--- src/rtl/tmc_cfg.svh ---
// Offsets, reset values and thresholds of the transmit MIB counters
`ifndef TMC_CFG_SVH
`define TMC_CFG_SVH

`define TMC_OFS_BCAST_OCTETS 8'hD8
`define TMC_OFS_CARRIER_LOSS 8'hF8
`define TMC_OFS_XS_COLL_ABORT 8'hFC

`define TMC_RST_OCTETS 32'h0000_0000
`define TMC_RST_EVENTS 16'h0000

`define TMC_TH_OCTETS 32'hC000_0000
`define TMC_TH_EVENTS 16'hC000

`define TMC_VLAN_OCTETS 32'h0000_0004

`define TMC_MASK_BCAST_OCTETS 0
`define TMC_MASK_CARRIER_LOSS 1
`define TMC_MASK_XS_COLL_ABORT 2

`endif

--- src/rtl/tmc_pkg.sv ---
// Types shared by the transmit MIB counter block
package tmc_pkg;
  typedef logic [31:0] tmc_octets_t;
  typedef logic [15:0] tmc_events_t;
  typedef logic [7:0] tmc_offset_t;
endpackage : tmc_pkg

--- src/rtl/tmc_tx_mib.sv ---
// Transmit MIB statistics counters: broadcast octets, carrier loss, aborts
//
// Behaviour
// The octet counter adds data and pad octets of good broadcast frames.
// The octet counter wraps from all ones to zero, never saturating.
// Octet counts include the four VLAN tag octets only when a tag is inserted.
// The octet counter reaching 0xC0000000 raises the statistics event.
// A counter counts only with the global enable 1 and its mask bit 0.
// The octet counter is a 32-bit full-word register, reset to zero.
// The carrier counter counts each carrier drop in a collision-free frame.
// Carrier is ignored until preamble and start delimiter have gone out.
// Carrier-loss counter is 16 bits and wraps from its maximum to zero.
// The carrier counter reaching 0xC000 raises the statistics event.
// Abort counter counts each frame given up after excessive collisions.
// Abort counter is 16 bits and wraps from its maximum to zero.
// Abort counter reaching 0xC000 raises the update-statistics event.
// Abort counter is read and written at offset 0xFC.
// A software write loads a counter; counting goes on from that value.
`timescale 1ns/1ps
`include "tmc_cfg.svh"

module tmc_tx_mib #(
  parameter int OCTET_W = 32,
  parameter int EVENT_W = 16,
  parameter int LEN_W = 16
) (
  // Clock and reset
  input wire logic I_REF_CLK,
  input wire logic I_RST_N,
  // Register port, full double word only
  input wire logic [7:0] I_REG_ADDR,
  input wire logic I_REG_WR,
  input wire logic I_REG_RD,
  input wire logic [31:0] I_REG_WDATA,
  output logic [31:0] O_REG_RDATA,
  output logic O_REG_HIT,
  // Statistics control bits
  input wire logic I_STATS_GLOBAL_ENABLE,
  input wire logic [2:0] I_STATS_MASK,
  // Transmit path, same clock
  input wire logic I_TX_DONE_OK,
  input wire logic I_TX_BCAST,
  input wire logic [LEN_W-1:0] I_TX_OCTETS,
  input wire logic I_TX_TAG_INSERTED,
  input wire logic I_TX_ACTIVE,
  input wire logic I_TX_SFD_SENT,
  input wire logic I_TX_COLLISION,
  input wire logic I_TX_ABORT_XS_COLL,
  // Carrier sense pin from the PHY
  input wire logic I_CRS,
  // Update-statistics event towards the interrupt status register
  output logic O_STATS_THRESHOLD_IRQ
);

  // ----------------------------------------------------------------
  // Parameter check
  // ----------------------------------------------------------------
  // Read mux and tag adder are built for these widths only
  if (OCTET_W != 32 || EVENT_W != 16 || LEN_W < 1 ||
      LEN_W > 31) begin : g_bad_width
    $error("tmc_tx_mib: unsupported width");
  end

  // ----------------------------------------------------------------
  // Carrier sense synchroniser
  // ----------------------------------------------------------------
  logic crs_meta_q, crs_meta_d;
  logic crs_sync_q, crs_sync_d;
  logic crs_prev_q, crs_prev_d;
  logic coll_seen_q, coll_seen_d;
  logic crs_drop;

  always_comb begin
    crs_meta_d = I_CRS;
    crs_sync_d = crs_meta_q;
    crs_prev_d = crs_sync_q;
    coll_seen_d = coll_seen_q;
    if (!I_TX_ACTIVE) begin
      coll_seen_d = 1'b0;
    end else if (I_TX_COLLISION) begin
      coll_seen_d = 1'b1;
    end
  end

  // Falling carrier after the start delimiter of a clean frame
  assign crs_drop = crs_prev_q && !crs_sync_q && I_TX_ACTIVE &&
    I_TX_SFD_SENT && !coll_seen_q && !I_TX_COLLISION;

  always_ff @(posedge I_REF_CLK) begin
    if (!I_RST_N) begin
      // Idle carrier level, so no false drop follows reset
      crs_meta_q <= 1'b1;
      crs_sync_q <= 1'b1;
      crs_prev_q <= 1'b1;
      coll_seen_q <= 1'b0;
    end else begin
      crs_meta_q <= crs_meta_d;
      crs_sync_q <= crs_sync_d;
      crs_prev_q <= crs_prev_d;
      coll_seen_q <= coll_seen_d;
    end
  end

  // ----------------------------------------------------------------
  // Counters
  // ----------------------------------------------------------------
  tmc_pkg::tmc_octets_t bcast_octets_q, bcast_octets_d;
  tmc_pkg::tmc_events_t carrier_loss_q, carrier_loss_d;
  tmc_pkg::tmc_events_t xs_abort_q, xs_abort_d;
  tmc_pkg::tmc_octets_t frame_octets;
  logic en_oct, en_crs, en_abt;
  logic wr_oct, wr_crs, wr_abt;
  logic hit_oct, hit_crs, hit_abt;
  logic irq_d, irq_q;

  assign en_oct = I_STATS_GLOBAL_ENABLE &&
    !I_STATS_MASK[`TMC_MASK_BCAST_OCTETS];
  assign en_crs = I_STATS_GLOBAL_ENABLE &&
    !I_STATS_MASK[`TMC_MASK_CARRIER_LOSS];
  assign en_abt = I_STATS_GLOBAL_ENABLE &&
    !I_STATS_MASK[`TMC_MASK_XS_COLL_ABORT];

  // ----------------------------------------------------------------
  // Register decode
  // ----------------------------------------------------------------
  assign hit_oct = I_REG_ADDR == `TMC_OFS_BCAST_OCTETS;
  assign hit_crs = I_REG_ADDR == `TMC_OFS_CARRIER_LOSS;
  assign hit_abt = I_REG_ADDR == `TMC_OFS_XS_COLL_ABORT;
  assign wr_oct = I_REG_WR && hit_oct;
  assign wr_crs = I_REG_WR && hit_crs;
  assign wr_abt = I_REG_WR && hit_abt;

  // Inserted tag is not in the length the DMA reports, so add it here
  assign frame_octets = 32'(I_TX_OCTETS) +
    (I_TX_TAG_INSERTED ? `TMC_VLAN_OCTETS : 32'h0000_0000);

  always_comb begin
    bcast_octets_d = bcast_octets_q;
    carrier_loss_d = carrier_loss_q;
    xs_abort_d = xs_abort_q;
    irq_d = 1'b0;
    // Software load wins over a same-cycle count
    if (wr_oct) begin
      bcast_octets_d = I_REG_WDATA;
    end else if (en_oct && I_TX_DONE_OK && I_TX_BCAST) begin
      bcast_octets_d = bcast_octets_q + frame_octets;
      // Multi-octet steps can jump over the exact value, so test a crossing
      if (bcast_octets_q < `TMC_TH_OCTETS &&
          bcast_octets_d >= `TMC_TH_OCTETS) begin
        irq_d = 1'b1;
      end
    end
    if (wr_crs) begin
      carrier_loss_d = I_REG_WDATA[15:0];
    end else if (en_crs && crs_drop) begin
      carrier_loss_d = carrier_loss_q + 16'h0001;
      if (carrier_loss_d == `TMC_TH_EVENTS) begin
        irq_d = 1'b1;
      end
    end
    if (wr_abt) begin
      xs_abort_d = I_REG_WDATA[15:0];
    end else if (en_abt && I_TX_ABORT_XS_COLL) begin
      xs_abort_d = xs_abort_q + 16'h0001;
      if (xs_abort_d == `TMC_TH_EVENTS) begin
        irq_d = 1'b1;
      end
    end
  end

  always_ff @(posedge I_REF_CLK) begin
    if (!I_RST_N) begin
      bcast_octets_q <= `TMC_RST_OCTETS;
      carrier_loss_q <= `TMC_RST_EVENTS;
      xs_abort_q <= `TMC_RST_EVENTS;
      irq_q <= 1'b0;
    end else begin
      bcast_octets_q <= bcast_octets_d;
      carrier_loss_q <= carrier_loss_d;
      xs_abort_q <= xs_abort_d;
      irq_q <= irq_d;
    end
  end

  // ----------------------------------------------------------------
  // Update-statistics event
  // ----------------------------------------------------------------
  assign O_STATS_THRESHOLD_IRQ = irq_q;

  // ----------------------------------------------------------------
  // Read data
  // ----------------------------------------------------------------
  logic [31:0] rdata_d, rdata_q;
  logic rhit_d, rhit_q;

  always_comb begin
    // Zero when idle, so several blocks can share one read path
    rdata_d = 32'h0000_0000;
    rhit_d = 1'b0;
    if (I_REG_RD) begin
      rhit_d = hit_oct || hit_crs || hit_abt;
      if (hit_oct) begin
        rdata_d = bcast_octets_q;
      end else if (hit_crs) begin
        rdata_d = {16'h0000, carrier_loss_q};
      end else if (hit_abt) begin
        rdata_d = {16'h0000, xs_abort_q};
      end
    end
  end

  always_ff @(posedge I_REF_CLK) begin
    if (!I_RST_N) begin
      rdata_q <= 32'h0000_0000;
      rhit_q <= 1'b0;
    end else begin
      rdata_q <= rdata_d;
      rhit_q <= rhit_d;
    end
  end

  assign O_REG_RDATA = rdata_q;
  assign O_REG_HIT = rhit_q;

endmodule : tmc_tx_mib

--- config.mk ---
export PLATFORM = sky130hd
export DESIGN_NAME = tmc_tx_mib
export DESIGN_NICKNAME = d
export VERILOG_FILES = /design/src/rtl/tmc_pkg.sv /design/src/rtl/tmc_tx_mib.sv
export VERILOG_INCLUDE_DIRS = /design/src /design/src/rtl
export SDC_FILE = /design/constraint.sdc
export NUM_CORES = 1
export LEC_CHECK = 0
export BUFFER_PORTS_ARGS = -buffer_cell sky130_fd_sc_hd__buf_2
export CELL_PAD_IN_SITES_DETAIL_PLACEMENT = 1
export CELL_PAD_IN_SITES_GLOBAL_PLACEMENT = 2
export CORE_MARGIN = 5
export CORE_UTILIZATION = 33
export CTS_CLUSTER_SIZE = 16
export DETAILED_ROUTE_END_ITERATION = 10
export GPL_TIMING_DRIVEN = 1
export PLACE_DENSITY_LB_ADDON = 0.1
export SYNTH_ARGS = -nofsm -noshare
export SYNTH_HDL_FRONTEND = slang
export SYNTH_SLANG_ARGS = --single-unit
--- constraint.sdc ---
create_clock -name I_REF_CLK -period 3.3 [get_ports I_REF_CLK]
set_input_delay 0.165 -clock I_REF_CLK [delete_from_list [all_inputs] [get_ports I_REF_CLK]]
set_output_delay 0.165 -clock I_REF_CLK [all_outputs]
set_load 0.005 [all_outputs]
Yosys cells after proc, flatten, opt, wreduce, memory -nomap -nowiden. Cells that the tools add are included.

Input port bits: 72. Output and inout bits: 34. Register bits: 102. Logic and storage cells: 69.

Mux-type cells: 19. Add/sub/neg operators: 4. Order comparisons: 2. Equality and inequality tests: 5. Reduce and logical (&&, ||, !) cells: 29.

Operators with widths (number): 16-bit 2-to-1 mux (6); 32-bit 2-to-1 mux (3); 16-bit by 1-bit adder with 16-bit output, second input constant (2); 32-bit by 17-bit adder with 32-bit output (1); 16-bit == test, second input constant (2); 32-bit >= comparator, second input constant (1); 32-bit < comparator, second input constant (1); 8-bit == test, second input constant (3); 16-bit by 3-bit adder with 17-bit output (1); 1-bit logical AND (16); 1-bit 2-to-1 mux (9); 1-bit zero test (6); 2-bit nonzero test (3); 2-bit AND reduction (2); 3-bit 2-to-1 mux (1); 1-bit logical OR (2).

Depth between registers and ports, before layout.
Depth in word-level cells: 14. Depth in mapped cells: 12. Depth with buffers taken out: 11.

Least setup slack after synthesis. Ideal clock, no wire load.

Kind: reg2reg. Start point: register bcast_octets_q[2]. End point: register bcast_octets_q[21]. Required time: 3226 ps. Arrival: 2794 ps. Period minus slack after synthesis: 2868 ps. Cell stages (with the launch flop): 11. Path buffers: 0. Library setup time: 74 ps. Path slack: 432 ps. Cell sequence: dfxtp_1 -> inv_1 -> fa_1 -> fa_1 -> and2b_1 -> o31a_1 -> or2_1 -> nand3_2 -> a211o_1 -> or4_1 -> a31oi_1.

Cells in the longest elaborated chain, start to end: 3.

RTL lines: from (decl) (RTL line tmc_tx_mib.sv:107) `tmc_pkg::tmc_octets_t bcast_octets_q, bcast_octets_d;`; from (signal assigned) (RTL line tmc_tx_mib.sv:173) `` bcast_octets_q <= `TMC_RST_OCTETS; ``; from (signal assigned) (RTL line tmc_tx_mib.sv:178) `bcast_octets_q <= bcast_octets_d;`; 32-bit by 17-bit adder with 32-bit output (RTL line tmc_tx_mib.sv:146) `bcast_octets_d = bcast_octets_q + frame_octets;`; 32-bit 2-to-1 mux (RTL line tmc_tx_mib.sv:145) `end else if (en_oct && I_TX_DONE_OK && I_TX_BCAST) begin`; 32-bit 2-to-1 mux (RTL line tmc_tx_mib.sv:143) `if (wr_oct) begin`.

Every way passes these cells. The select of a mux whose other input is x is not followed. A chain may end at the register's enable or synchronous reset.

Final worst setup path.
Start point: register bcast_octets_q[2]. End point: register bcast_octets_q[31].

Same word-level chain as after synthesis.

==> impl_metrics.py <==
metrics = {
    "run_status": {
        "status": "complete, no violations",
    },
    "cts": {
        "clock_tree.buffer_depth": 2,
        "htreeDepth": 3,
        "tritoncts": "yes",
        "root_buffer": "clkbuf_16",
        "cts.clk_slew.worst_paths_ps": 70,
        "insertion_delay_ps": 350,
        "cts.sink_count": 102,
        "numCtsBuffers": 9,
    },
    "synth": {
        "yosysWarningCount": 0,
        "synth_async_sr_flop_share_pct": 0,
        "synth_sequential_area_ratio_pct": 32.9,
        "ys_seq_elements": 102,
        "post_synth_inst_count": 755,
        "synth_top_flop_cell": "dfxtp_1",
        "synth_area_leader_cell": "dfxtp_1",
        "edff_count_synth": 0,
        "syn-num-nets": 862,
        "avgSynthCellArea_um2": 8.22,
        "synthesis.area_um2": 6200,
        "ranking_of_synthesized_cells_by_area": "dfxtp_1 33%, ha_1 6.7%, nor2_1 6.3%, a211oi_1 4.8%, nand2_1 3.6%",
        "yosysTopAreaCellShare_pct": 32.9,
        "synth_cell_types": 78,
    },
    "global_routing": {
        "grt_start_max_net_pins": 47,
        "grt_pass1_wl_um": 34200,
        "grtUsageTotal_pct": 19.9,
        "first_global_vias": 6093,
        "grt_remaining_overflow": 0,
        "antenna_found_initial": 0,
    },
    "setup_path": {
        "nature_of_the_critical_path_startpoint": "flip-flop",
        "timing.critical_path.required_ps": 3580,
        "nature_of_the_critical_path_endpoint": "flip-flop",
        "critPathArrivalTime_ps": 3410,
        "timing_worst_setup_path_type": "flip-flop to flip-flop",
        "critPathMaxFanout": 5,
    },
    "timing": {
        "timing_hold_violations_final": 0,
        "grt_setup_unrepaired": "no",
        "relSlewSlack_pct": 58.4,
        "hold_slack_final_ps": 68.6,
        "timing.final.crit_period_ps": 3130,
        "finalClockSkew_ps": 7.19,
        "final.setup.tns_ps": 0,
        "max_freq_mhz": 319,
        "finalWorstSetupSlack_ps": 168,
        "worst_pin_slew_ps": 618,
        "finalSetupViolations": 0,
        "min_period_over_period_pct": 94.9,
        "report.final.slew_viol_count": 0,
    },
    "die": {
        "placeableCoreArea_um2": 18600,
        "dieWidth_um": 147,
        "placement_rows": 50,
        "io_pins": 106,
        "die_h_um": 147,
        "starting_density_of_the_core_pct": 33.4,
        "die-area_um2": 21600,
    },
    "detailed_routing": {
        "detail_route.wirelength_um": 21900,
        "drc": 0,
        "detail_route.wl_per_cell_um": 20.3,
        "via_count": 5872,
        "detailedRoute.firstIterationViolations": 298,
        "via_per_inst": 5.45,
        "postRouteAntennaNets": 0,
        "dr.pass1.iters": 4,
    },
    "min_path": {
        "hold_path_class": "primary input to flip-flop",
    },
    "placement": {
        "detailed_place_hpwl_um": 16800,
        "placement.setup.worst_slack_ps": -5.02,
        "dp.cells": 1057,
        "routabilityCongestion": 0.859,
        "io_buffer_count": 105,
    },
    "finish": {
        "utilization_pct": 38.8,
        "multiInputGateArea_um2": 3830,
        "num_antenna_cells": 0,
        "stdcell_count": 1078,
        "most-common-layout-cells": "105 x buf_2, 104 x nor2_1, 102 x dfxtp_1, 60 x nand2_1, 40 x a211oi_1",
        "number_of_fill_cells_in_the_layout": 2273,
        "layout_commonest_cell": "buf_2",
        "nNetsFinal": 946,
        "areaGrowthSynthToFinish_pct": 16.4,
        "final_layout_size_suffix_gt1_share_pct": 19.1,
        "area.sequential_um2": 2040,
    },
    "pwr": {
        "ir_worst_vdd_v": 0.000229,
        "power-per-cell-area_nw_per_um2": 360,
        "power.leakage_nw": 2.76,
    },
    "run": {
        "cap_violations": 0,
    },
}
==> cell type report <==
type                    instances  share of cell area (%)
clock buffers                  10                    3.17
clock inverters                 6                   0.953
inverters                      23                    1.20
multi-input cells             579                    53.0
flip-flops and latches        102                    28.3
well taps                     234                    4.06
repair buffers                124                    9.29
==> path summary, 6_finish.rpt <==
kind         depth (start not counted)                            from  slack (ps)                         endpoint
max                                 10  bcast_octets_q[2]$_SDFFE_PN0P_         170  bcast_octets_q[31]$_SDFFE_PN0P_
min                                  3                  I_TX_COLLISION          70         coll_seen_q$_SDFFE_PN0P_
max reg2reg                         10  bcast_octets_q[2]$_SDFFE_PN0P_         170  bcast_octets_q[31]$_SDFFE_PN0P_
min reg2reg                          1           crs_meta_q$_SDFF_PN1_         420            crs_prev_d$_SDFF_PN1_
==> flip-flops by register name, summed over array words and instances (netlist names) <==
signal / cells
O_REG_HIT: 1
O_REG_RDATA: 32
O_STATS_THRESHOLD_IRQ: 1
bcast_octets_q: 32
carrier_loss_q: 16
coll_seen_q: 1
crs_meta_q: 1
crs_prev_d: 1
crs_prev_q: 1
xs_abort_q: 16
==> cells in the mapped netlist (3+ instances only) <==
cell type,instances
ha_1,33
nor2b_1,5
mux2i_1,19
a211oi_1,40
nand2b_1,4
o21bai_1,3
xnor2_1,25
clkbuf_1,38
a31oi_1,12
or4_1,8
inv_1,23
o2111ai_1,3
o21a_1,4
o31ai_1,8
nand4_1,19
nor3_1,11
nand3_1,25
a21o_1,3
and2_1,17
a311oi_1,10
and3_1,3
or3_1,3
nand3b_1,3
dfxtp_1,102
nor4_1,10
o21ai_0,31
nand2_1,60
and4_1,5
xor2_1,23
a21oi_1,38
nor2_1,104
buf_2,5
==> metrics by stage <==
step | total power [mW] | instance area [µm²]
after floorplan | 1.42 | 6200
after global placement | 1.52 | 6860
after detailed placement | 1.53 | 6860
after CTS | 2.64 | 7170
after global routing | 2.71 | 7220
final | 2.60 | 7220
==> metal layers <==
metal | share of wire (%) | vias to the layer above | GRT usage [%]
li1 | - | 2897 | -
met1 | 47 | 2838 | 27.2
met2 | 46 | 117 | 32.3
met3 | 5.2 | 20 | 3.95
met4 | 1.8 | 0 | 4.99
met5 | 0 | - | 0
==> power by group <==
| group | leakage, nW | total [mW] | switching [mW] | internal, mW |
|---|---|---|---|---|
| clock | 0.143 | 1.10 | 0.501 | 0.595 |
| combinational | 1.79 | 0.253 | 0.153 | 0.101 |
| sequential | 0.823 | 1.25 | 0.0116 | 1.24 |
==> cell families (layout without fill, tap and decap cells) <==
| kind of cell | after synthesis | count (layout) | synth area share (%) |
|---|---|---|---|
| AND/OR/NAND/NOR | 298 | 298 | 24.3 |
| AO/OA/AOI/OAI | 178 | 179 | 19.7 |
| flip-flops | 102 | 102 | 32.9 |
| buffers and inverters | 75 | 163 | 5.91 |
| XOR/XNOR | 48 | 48 | 6.78 |
| adder cells (fa/ha/maj) | 35 | 35 | 7.30 |
| multiplexers | 19 | 19 | 3.07 |
==> critical path, stage by stage, from the launching register on <==
cell and delay [ps]:
dfxtp_1 360, inv_1 60, fa_1 490, fa_1 450, and2b_1 240, o31a_1 150, or2_4 140, nand3_4 100
a211o_4 390, or4_1 490, a31oi_1 190
==> repair_timing <==
item,in CTS,in global routing
setup endpoints to repair,2,7
endpoints found under the hold margin,1,0
cloned,0,1
pin swaps,0,1
gates resized for setup,1,3
setup buffers,0,3
hold buffers,1,0
No activity file was read; power rests on OpenSTA's default activity.
